===== src/core/sdac_pkg.sv =====
// Package with constants and types for the serial DAC input logic
package sdac_pkg;
    // Code width kept in the DAC register
    localparam int SDAC_CODE_W = 14;
    // Longest serial word the shift register holds
    localparam int SDAC_SHIFT_W = 16;
    // Segmented top bits of the code
    localparam int SDAC_SEG_BITS = 3;
    // Thermometer elements for the segmented top bits
    localparam int SDAC_SEG_N = 7;
    // Binary legs below the segments
    localparam int SDAC_BIN_W = SDAC_CODE_W - SDAC_SEG_BITS;
    // Power-up value of the DAC register
    localparam logic [13:0] SDAC_CODE_RST = 14'h0000;
    // Reset value of the shift register
    localparam logic [15:0] SDAC_SHIFT_RST = 16'h0000;

    // Frame state of the serial port
    typedef enum logic [0:0] {
        SDAC_IDLE,
        SDAC_FRAME
    } sdac_state_t;

    // Ladder switch drive: 1 steers a leg to current_output, 0 to ground
    typedef struct packed {
        logic [SDAC_SEG_N-1:0] seg_leg;
        logic [SDAC_BIN_W-1:0] bin_leg;
    } sdac_ladder_t;
endpackage : sdac_pkg


===== src/core/sdac_seg_decode.sv =====
// Thermometer decoder for the segmented top code bits
`timescale 1ns/1ps
module sdac_seg_decode
    import sdac_pkg::*;
#(
    parameter int IN_W = SDAC_SEG_BITS,
    parameter int OUT_N = SDAC_SEG_N
)
(
    // Binary input
    input wire logic [IN_W-1:0] bin_in,
    // Thermometer output, element k on when value exceeds k
    output logic [OUT_N-1:0] therm_out
);
    ////////////////////////////////////////////////////////////////////
    // Each element is an equal-weight segment
    always_comb
    begin
        for (int k = 0; k < OUT_N; k++)
        begin
            therm_out[k] = (32'(bin_in) > k);
        end
    end
endmodule : sdac_seg_decode


===== src/core/sdac_input_logic.sv =====
// Serial input, DAC register and ladder switch drive of the DAC
`timescale 1ns/1ps
// Summary of operation
// - Shift one bit per clock while selected
// - Select rising edge copies shift register out
// - DAC register changes only on select rise
// - Accept up to 16 bits, keep last 14
// - Top three bits drive segmented elements
// - Each leg switched to ground or output
// - Data sampled on rising serial clock
// - Earlier leading bits are discarded
module sdac_input_logic
    import sdac_pkg::*;
#(
    parameter int CODE_W = SDAC_CODE_W,
    parameter int SHIFT_W = SDAC_SHIFT_W
)
(
    // Clock and reset
    input wire logic clk,
    input wire logic rst_n,
    // Serial port, sampled on clk
    input wire logic serial_data_in,
    input wire logic chip_select_n,
    // DAC register and ladder drive
    output logic [CODE_W-1:0] dac_code,
    output sdac_ladder_t ladder_sw,
    // Current frame bit count, saturating
    output logic [4:0] frame_bits
);
    ////////////////////////////////////////////////////////////////////
    // State
    sdac_state_t state_ff; // Frame tracker
    sdac_state_t nxt_state;
    logic [SHIFT_W-1:0] shift_ff; // Serial shift register
    logic [SHIFT_W-1:0] nxt_shift;
    logic [CODE_W-1:0] code_ff; // DAC register
    logic [CODE_W-1:0] nxt_code;
    logic [4:0] cnt_ff; // Bits in current frame
    logic [4:0] nxt_cnt;
    logic cs_d_ff; // Select as seen last edge
    logic cs_rise; // Select just went high
    sdac_ladder_t ladder_ff; // Registered switch drive
    sdac_ladder_t nxt_ladder;
    logic [SDAC_SEG_N-1:0] seg_therm;

    // Select edge seen against its previous sample
    assign cs_rise = chip_select_n && !cs_d_ff;

    ////////////////////////////////////////////////////////////////////
    // Next-value logic for the serial side
    always_comb
    begin
        nxt_state = state_ff;
        nxt_shift = shift_ff;
        nxt_cnt = cnt_ff;
        nxt_code = code_ff;
        case (state_ff)
            SDAC_IDLE:
            begin
                // Select high: shift register untouched
                if (!chip_select_n)
                begin
                    nxt_state = SDAC_FRAME;
                    nxt_shift = {shift_ff[SHIFT_W-2:0], serial_data_in};
                    nxt_cnt = 5'h01;
                end
            end
            SDAC_FRAME:
            begin
                if (!chip_select_n)
                begin
                    // Oldest bit falls off the top: MSB-first order
                    nxt_shift = {shift_ff[SHIFT_W-2:0], serial_data_in};
                    // Saturates so a long stream never wraps to a small
                    // count that would look like a fresh short frame
                    if (cnt_ff != 5'h1f)
                    begin
                        nxt_cnt = cnt_ff + 5'h01;
                    end
                end
                else
                begin
                    // Frame closed by select rising
                    nxt_state = SDAC_IDLE;
                end
            end
            default:
            begin
                nxt_state = SDAC_IDLE;
            end
        endcase
        // Only a select rise loads; low bits are the last 14 shifted
        if (cs_rise)
        begin
            nxt_code = shift_ff[CODE_W-1:0];
        end
    end

    // Registers for the serial side
    always_ff @(posedge clk or negedge rst_n)
    begin
        if (!rst_n)
        begin
            state_ff <= SDAC_IDLE;
            shift_ff <= SDAC_SHIFT_RST;
            cnt_ff <= 5'h00;
            code_ff <= SDAC_CODE_RST;
            cs_d_ff <= 1'b1;
        end
        else
        begin
            state_ff <= nxt_state;
            shift_ff <= nxt_shift;
            cnt_ff <= nxt_cnt;
            code_ff <= nxt_code;
            cs_d_ff <= chip_select_n;
        end
    end

    ////////////////////////////////////////////////////////////////////
    // Ladder drive; segments decoded from the top code bits
    sdac_seg_decode #(
        .IN_W(SDAC_SEG_BITS),
        .OUT_N(SDAC_SEG_N)
    ) u_seg (
        .bin_in(code_ff[CODE_W-1 -: SDAC_SEG_BITS]),
        .therm_out(seg_therm)
    );

    // Switch pattern follows the DAC register
    always_comb
    begin
        nxt_ladder.seg_leg = seg_therm;
        nxt_ladder.bin_leg = code_ff[SDAC_BIN_W-1:0];
    end

    // Registered so switches move glitch-free, one cycle after the code
    always_ff @(posedge clk or negedge rst_n)
    begin
        if (!rst_n)
        begin
            ladder_ff <= '0;
        end
        else
        begin
            ladder_ff <= nxt_ladder;
        end
    end

    assign dac_code = code_ff;
    assign ladder_sw = ladder_ff;
    assign frame_bits = cnt_ff;
endmodule : sdac_input_logic


===== config.mk =====
export PLATFORM = sky130hd
export DESIGN_NAME = sdac_input_logic
export DESIGN_NICKNAME = d
export VERILOG_FILES = /design/src/core/sdac_pkg.sv /design/src/core/sdac_seg_decode.sv /design/src/core/sdac_input_logic.sv
export SDC_FILE = /design/constraint.sdc
export NUM_CORES = 1
export LEC_CHECK = 0
export ABC_AREA = 1
export BUFFER_PORTS_ARGS = -buffer_cell sky130_fd_sc_hd__clkbuf_2
export CORE_MARGIN = 3
export CORE_UTILIZATION = 52
export CTS_CLUSTER_SIZE = 40
export DETAILED_ROUTE_END_ITERATION = 12
export GPL_TIMING_DRIVEN = 0
export PLACE_DENSITY = 0.84
export SKIP_LAST_GASP = 1
export SYNTH_ARGS = -nofsm -noshare
export SYNTH_HDL_FRONTEND = slang
export SYNTH_SLANG_ARGS = --single-unit

===== constraint.sdc =====
create_clock -name clk -period 1.6 [get_ports clk]
set_input_delay 0.32 -clock clk [delete_from_list [all_inputs] [get_ports clk]]
set_output_delay 0.32 -clock clk [all_outputs]
set_load 0.1 [all_outputs]

==> results.rst, run 1 <==
.. list-table::
   :header-rows: 1

   * - Metric
     - Value
   * - Status
     - complete, but fails checks
   * - Failing checks
     - setup timing
   * - Fin crit period
     - roughly 1600 ps
   * - Post-detail-place hpwl
     - around 2.3 mm
   * - Syn_nets
     - about 170
   * - Top sig layer
     - met4
   * - Number of sinks on the clock net
     - 53
   * - Post-route non-filler standard cell count
     - approximately 270
   * - Total inserted antenna cells
     - 0
   * - Die span in x
     - approximately 67 um
   * - Placed cells
     - about 250
   * - DR DRC count
     - 0
   * - Average wire per cell in the routed design
     - between 10 and 15 um
   * - Setup skew after layout
     - 10.6 ps
   * - Warnings, synthesis
     - 0
   * - PortBufs
     - 40
   * - Avg Synthesized Cell Area
     - 11.4 sq um
   * - Final Cycle Share
     - 100%
   * - Number of buffers inserted during clock tree synthesis
     - 5
   * - Worst setup SP type
     - register
   * - Routed via count
     - approximately 1300
   * - Total design power
     - between 4 and 5 mW
   * - Placed Instance Area
     - ~2200 sq um
   * - Arrival time of data at the critical path endpoint
     - around 1900 ps
   * - Number of setup violations in the final report
     - 1
   * - Largest buffer count on any clock path
     - 2
   * - Max Clk Rate
     - approximately 620 MHz
   * - Cells after synthesis
     - roughly 170
   * - Vias in the first global route
     - between 1000 and 1500
   * - Sequential-to-total area share from yosys stat
     - between 60% and 70%
   * - Normalized max-slew margin
     - 63.3%
   * - Setup WS pre-CTS
     - -11.1 ps
   * - Placeable core region
     - between 3000 and 4000 sq um
   * - Cell area after synthesis
     - ~1900 sq um
   * - Final count of pins violating max slew
     - 0
   * - Clock latency on the worst-skew pair
     - about 310 ps
   * - Critical path endpoint category
     - register
   * - Clock tree root driver cell
     - sky130_fd_sc_hd__clkbuf_8
   * - Worst hold path type
     - in2reg
   * - Area of the die
     - approximately 4400 sq um
   * - Top-level port count
     - about 40
   * - Synthesized flop and latch total
     - 53
   * - Layout Area Growth over Synthesis
     - 24.9%
   * - Sum of routed wire segments on met1
     - around 1.5 mm
   * - Maximum Capacitance Violations
     - 0
   * - Worst Hold Margin
     - 127 ps
   * - Post-route standard cell area excluding fillers
     - 2380 sq um
   * - Max Fanout on Critical Path
     - 8
   * - Setup repair after global routing missed its margin
     - yes
   * - WL met3
     - around 170 um
   * - Total negative slack
     - -3.56 ps
   * - Leading cell type in the layout, fill and taps excluded
     - sky130_fd_sc_hd__dfrtp_1
   * - Post-DRT Antenna Nets
     - 0
   * - Wire length on met2
     - about 1.7 mm
   * - Initial antenna violation count
     - 0
   * - Post-detailed-routing wire length
     - approximately 3.4 mm
   * - Count of nets after finishing
     - roughly 230
   * - Pin count of the biggest net entering global routing
     - 54
   * - Worst voltage drop across the vdd grid
     - 712 uV
   * - Cell area power density
     - ~1800 nW/um^2
   * - Most frequent cells in the layout
     - 48 x sky130_fd_sc_hd__dfrtp_1, 39 x sky130_fd_sc_hd__clkbuf_2, 37 x sky130_fd_sc_hd__nand2_1, 19 x sky130_fd_sc_hd__inv_1, 16 x sky130_fd_sc_hd__o21ai_0
   * - Wire length of the first global-routing pass
     - 5.58 mm
   * - Clock tree from TritonCTS
     - built
   * - Site Rows
     - 21
   * - Clock-pin transition on the worst setup and hold timing paths
     - about 80 ps
   * - Effective utilization at floorplan
     - a little under three fifths
   * - Number of distinct library cells after synthesis
     - 21
   * - Data required time of the critical path
     - between 1500 and 2000 ps
   * - Total global routing track utilization
     - between 15 and 20%
   * - Share of cells above drive strength 1
     - between 30% and 40%
   * - GRT overflow
     - 0
   * - TritonRoute pass-1 iters
     - 4
   * - Kind of critical path
     - reg2reg
   * - Global placer's final weighted congestion
     - 0.752
   * - Die boundary height
     - between 60 and 70 um
   * - Slew at the pin closest to its max-slew limit
     - ~550 ps
   * - Post-detailed-route via-to-cell ratio
     - slightly below 5
   * - PnR worst setup slack
     - -3.56 ps
   * - Final Util
     - a little under 70%
   * - Filler cells
     - 246
   * - Final Hold Viols
     - 0
   * - Initial detailed-routing violation count
     - 84
   * - Level count of the clock H-tree
     - 2
   * - Leakage power summed over all cells
     - roughly 1.2 nW
[path summary, 6_finish.rpt]
| path | startpoint | end | slack, ps | depth (start not counted) |
|---|---|---|---|---|
| max in group asynchronous | rst_n | cs_d_ff | 510 | 3 |
| min in group asynchronous | rst_n | ladder_sw[17] | 490 | 2 |
| hold / removal | chip_select_n | cs_d_ff | 130 | 1 |
| setup / recovery | frame_bits[1] | frame_bits[4] | -4 | 7 |
| hold reg to reg | dac_code[7] | ladder_sw[7] | 400 | 0 |
| setup reg to reg | frame_bits[1] | frame_bits[4] | -4 | 7 |
[sequential cells by signal, summed over array words and instances (netlist names)]
signal,cells
dac_code,14
ladder_sw,18
shift_ff,14
frame_bits,5
cs_d_ff,1
state_ff,1
[where the power goes]
group	switching [mW]	internal, mW
clock network	0.412	0.469
registers	0.133	1.56
logic	1.44	0.239
[per-layer routing]
| metal | GRT usage [%] | vias up |
|---|---|---|
| li1 | - | 624 |
| met1 | 22.0 | 625 |
| met2 | 27.0 | 33 |
| met3 | 5.56 | 5 |
| met4 | 6.85 | 0 |
| met5 | 0 | - |
[logic make-up (layout without fill, tap and decap cells)]
group / Yosys count / in the layout / synth area share [%]
AOI/OAI and AO/OA: 34 / 34 / 11.5
and+or+nand+nor: 49 / 49 / 10.3
xor gates and xnor gates: 1 / 1 / 0.459
adders and majority gates: 2 / 2 / 1.31
buffers and inverters: 28 / 82 / 6.82
DFF: 53 / 53 / 69.6
[critical path: stages, from the launching register on]
cell	delay [ps]
sky130_fd_sc_hd__dfrtp_4	510
sky130_fd_sc_hd__ha_4	170
sky130_fd_sc_hd__and3_4	170
sky130_fd_sc_hd__ha_4	160
sky130_fd_sc_hd__a21oi_4	250
sky130_fd_sc_hd__buf_4	160
sky130_fd_sc_hd__nand3_1	50
sky130_fd_sc_hd__nand2_1	70
[Yosys cell counts (all sizes together)]
library cell  number  area share (%)
a21oi              4             1.8
and3               1            0.33
buf                5             2.3
clkbuf             2            0.39
dfrtp             52              68
dfstp              1             1.4
ha                 2             1.3
inv               21             4.1
nand2             37             7.3
nand3              4             1.0
nor2               5            0.98
o21ai             30             9.6
or2                2            0.66
xor2               1            0.46
[layout make-up]
class | count | area, sq um | area share, %
Buffer | 7 | 51.3 | 2.15
Tap cell | 46 | 57.6 | 2.42
Timing Repair Buffer | 46 | 260 | 10.9
Sequential cell | 53 | 1340 | 56.2
Multi-Input combinational cell | 86 | 484 | 20.3
Clock inverter | 2 | 38.8 | 1.63
Clock buffer | 6 | 72.6 | 3.05
Inverter | 21 | 78.8 | 3.31
[what timing repair did]
| item | in CTS | in global routing |
|---|---|---|
| hold buffers | 0 | 1 |
| setup endpoints to repair | 0 | 4 |
| setup buffers | 0 | 4 |
| resized for setup | 0 | 3 |
| hold endpoints to repair | 0 | 20 |
(Power assumes the default switching activity.)
==> run 2, diff against run 1 <==
--- a/config.mk
+++ b/config.mk
@@ -8,11 +8,12 @@
 export ABC_AREA = 1
 export BUFFER_PORTS_ARGS = -buffer_cell sky130_fd_sc_hd__clkbuf_2
 export CORE_MARGIN = 3
-export CORE_UTILIZATION = 52
+export CORE_UTILIZATION = 55
+export CTS_BUF_LIST = sky130_fd_sc_hd__clkbuf_4 sky130_fd_sc_hd__clkbuf_8
 export CTS_CLUSTER_SIZE = 40
 export DETAILED_ROUTE_END_ITERATION = 12
 export GPL_TIMING_DRIVEN = 0
-export PLACE_DENSITY = 0.84
+export PLACE_DENSITY = 0.78
 export SKIP_LAST_GASP = 1
 export SYNTH_ARGS = -nofsm -noshare
 export SYNTH_HDL_FRONTEND = slang
==> results.rst, run 2 (synthesized netlist as in run 1, its figures left out) <==
.. list-table::
   :header-rows: 1

   * - Metric
     - Value
   * - Number of buffers inserted during clock tree synthesis
     - 5 (unchanged)
   * - Source of the critical timing path
     - frame_bits[0]
   * - Site Rows
     - 20 (-4.8%)
   * - Top-level port count
     - 41 (unchanged)
   * - GRT overflow
     - 0 (unchanged)
   * - TritonRoute pass-1 iters
     - 4 (unchanged)
   * - Share of total power in combinational logic
     - 42.0% (+2.5 points)
   * - PnR worst setup slack
     - 4.53 ps (+8.09 ps)
   * - Post-detailed-routing wire length
     - 3.39 mm (-0.70%)
   * - Flip-flop count of the largest register after layout
     - 18 (unchanged)
   * - DR DRC count
     - 0 (unchanged)
   * - Share of cells above drive strength 1
     - 35.9% (-0.25 points)
   * - Placeable core region
     - 3180 sq um (-7.7%)
   * - Setup repair after global routing missed its margin
     - yes
   * - Number of sinks on the clock net
     - 53 (unchanged)
   * - Maximum Capacitance Violations
     - 0 (unchanged)
   * - Leading cell type in the layout, fill and taps excluded
     - sky130_fd_sc_hd__dfrtp_1
   * - Die boundary height
     - 64.9 um (-2.5%)
   * - Most common cell type on the critical path
     - sky130_fd_sc_hd__ha_4
   * - Count of nets after finishing
     - 222 (-1.8%)
   * - Average wire per cell in the routed design
     - 13.0 um (+1.6%)
   * - Cells on Worst Hold Path
     - 1 (unchanged)
   * - Post-detail-place hpwl
     - 2.38 mm (+5.3%)
   * - Worst Hold Margin
     - 46.8 ps (-79.9 ps)
   * - Reg2Reg Capture Point
     - frame_bits[2]
   * - Slack of the worst reg-to-reg path
     - 5 ps (about the same)
   * - Layout Area Growth over Synthesis
     - 21.2%
   * - Final count of pins violating max slew
     - 0 (unchanged)
   * - FF-to-FF Start
     - frame_bits[0]
   * - Worst voltage drop across the vdd grid
     - 821 uV (+15%)
   * - Biggest cell delay along the critical path
     - 520 ps (about the same)
   * - Global placer's final weighted congestion
     - 0.750 (-0.35%)
   * - Effective utilization at floorplan
     - 60.0% (+4.6 points)
   * - Count of hold buffers inserted by post-cts repair
     - 0 (unchanged)
   * - Clock tree from TritonCTS
     - built
   * - Routed via count
     - 1285 (-0.16%)
   * - Final Hold Viols
     - 0 (unchanged)
   * - Vias in the first global route
     - 1343 (+12%)
   * - Crit path capture
     - frame_bits[2]
   * - Clock-pin transition on the worst setup and hold timing paths
     - 130 ps (+50 ps)
   * - Clk pwr share
     - 15.9% (-4.8 points)
   * - Area of the die
     - 4210 sq um (-5.0%)
   * - Setup WS pre-CTS
     - 28.6 ps (+39.7 ps)
   * - Switching power
     - 1.95 mW (-1.7%)
   * - Initial antenna violation count
     - 0 (unchanged)
   * - Total global routing track utilization
     - 18.6% (+1.4 points)
   * - CP Depth
     - 7 (unchanged)
   * - Post-detailed-route via-to-cell ratio
     - 4.92 (+2.1%)
   * - Number of setup violations in the final report
     - 0 (-1)
   * - Final Cycle Share
     - 99.7% (-0.51 points)
   * - Clock tree root driver cell
     - sky130_fd_sc_hd__clkbuf_4
   * - Reg power frac
     - 42.1% (+2.3 points)
   * - Pin count of the biggest net entering global routing
     - 54 (unchanged)
   * - Most frequent cells in the layout
     - 48 x sky130_fd_sc_hd__dfrtp_1, 37 x sky130_fd_sc_hd__nand2_1, 24 x sky130_fd_sc_hd__clkbuf_2, 19 x sky130_fd_sc_hd__inv_1, 16 x sky130_fd_sc_hd__o21ai_0
   * - Wire length of the first global-routing pass
     - 6.00 mm (+7.5%)
   * - Clock latency on the worst-skew pair
     - 360 ps (+50 ps)
   * - Worst hold path type
     - in2reg
   * - Chain of cells forming the critical path
     - ha_4 > and3_4 > ha_4 > a21oi_4 > buf_6 > nand3_2 > nand2_1
   * - Crit path buffers/inverters
     - 1 (unchanged)
   * - Initial detailed-routing violation count
     - 96 (+14%)
   * - Data required time of the critical path
     - 1910 ps (+70 ps)
   * - Highest-delay cell along the critical path
     - sky130_fd_sc_hd__dfrtp_4
   * - Leakage power summed over all cells
     - 1.18 nW (-2.4%)
   * - Fin crit period
     - 1600 ps (-8.09 ps)
   * - Arrival time of data at the critical path endpoint
     - 1900 ps (+50 ps)
   * - Switching portion of total power
     - 48.8% (+2.1 points)
   * - Cell area power density
     - 1730 nW/um^2 (-3.0%)
   * - Kind of critical path
     - reg2reg
   * - Post-DRT Antenna Nets
     - 0 (unchanged)
   * - Critical path endpoint category
     - register
   * - Placed cells
     - 251 (-0.79%)
   * - Setup skew after layout
     - 5.39 ps (-5.24 ps)
   * - Die span in x
     - 64.9 um (-2.5%)
   * - Normalized max-slew margin
     - 20.8% (-42 points)
   * - Level count of the clock H-tree
     - 2 (unchanged)
   * - Status
     - finished clean
   * - Register-to-Register Path Depth
     - 7 (unchanged)
   * - Worst setup SP type
     - register
   * - Post-route non-filler standard cell count
     - 261 (-2.2%)
   * - Total inserted antenna cells
     - 0 (unchanged)
   * - PortBufs
     - 40 (unchanged)
   * - Largest buffer count on any clock path
     - 2 (unchanged)
   * - Slew at the pin closest to its max-slew limit
     - 1190 ps (+635 ps)
   * - Top Family by Delay on Critical Path
     - flip-flops
   * - Max Fanout on Critical Path
     - 8 (unchanged)
   * - Max Clk Rate
     - 627 MHz (+0.51%)
   * - Cell Int Power
     - 2.05 mW (-9.5%)
[run 2: power by group through the flow]
stage / clock [mW] / combinational, mW / sequential [mW]
after CTS: 0.649 / 1.67 / 1.69
after global routing: 0.717 / 1.76 / 1.71
after detailed placement: 0 / 1.66 / 1.72
final: 0.635 / 1.68 / 1.69
after floorplan: 0 / 0.222 / 2.87
after global placement: 0 / 1.63 / 1.70
[run 2: per-stage QoR]
| stage | setup TNS [ps] | cell area, sq um | utilization (%) | power, mW |
|---|---|---|---|---|
| after CTS | 0 | 2280 | 71.9 | 4.01 |
| final | 0 | 2310 | 72.7 | 4.01 |
| after global placement | 0 | 2200 | 69.3 | 3.34 |
| after detailed placement | 0 | 2200 | 69.3 | 3.38 |
| after global routing | -210 | 2310 | 72.7 | 4.19 |
| after floorplan | -153 | 1950 | - | 3.09 |
[run 2: per-layer routing]
layer / share of wire (%) / GRT usage, % / vias to the layer above
li1: - / - / 618
met5: 0 / 0 / -
met1: 42 / 22.1 / 624
met3: 6.2 / 6.76 / 5
met4: 0.86 / 5.28 / 0
met2: 51 / 31.7 / 38
[run 2: area by class of cell]
cell class                 count  area [sq um]
sequential                    53          1340
clock inverter                 1          5.00
fill                         229           867
buffer                         7          51.3
timing repair buffer          42           234
tap                           44          55.1
inverter                      21          78.8
clock buffer                   7          65.1
multi-input combinational     86           484
[run 2: timing repair]
item	4_1_cts	5_1_grt
setup buffers	0	2
endpoints found under the setup margin	5	17
pin swaps	0	4
cloned	0	0
resized for setup	5	16
[run 2: worst min-delay path by stage]
stage | slack, ps | start | to
CTS | 40 | chip_select_n | cs_d_ff
finish | 50 | chip_select_n | cs_d_ff
global route | 30 | chip_select_n | cs_d_ff
floorplan | 20 | rst_n | dac_code[0]
detailed placement | 380 | dac_code[7] | ladder_sw[7]
global placement | 380 | dac_code[7] | ladder_sw[7]
[run 2: worst reg2reg max path, stage by stage (launching register included)]
cell and delay [ps]:
sky130_fd_sc_hd__dfrtp_4 520, sky130_fd_sc_hd__ha_4 180, sky130_fd_sc_hd__and3_4 170, sky130_fd_sc_hd__ha_4 160
sky130_fd_sc_hd__a21oi_4 240, sky130_fd_sc_hd__buf_6 130, sky130_fd_sc_hd__nand3_2 70, sky130_fd_sc_hd__nand2_1 80
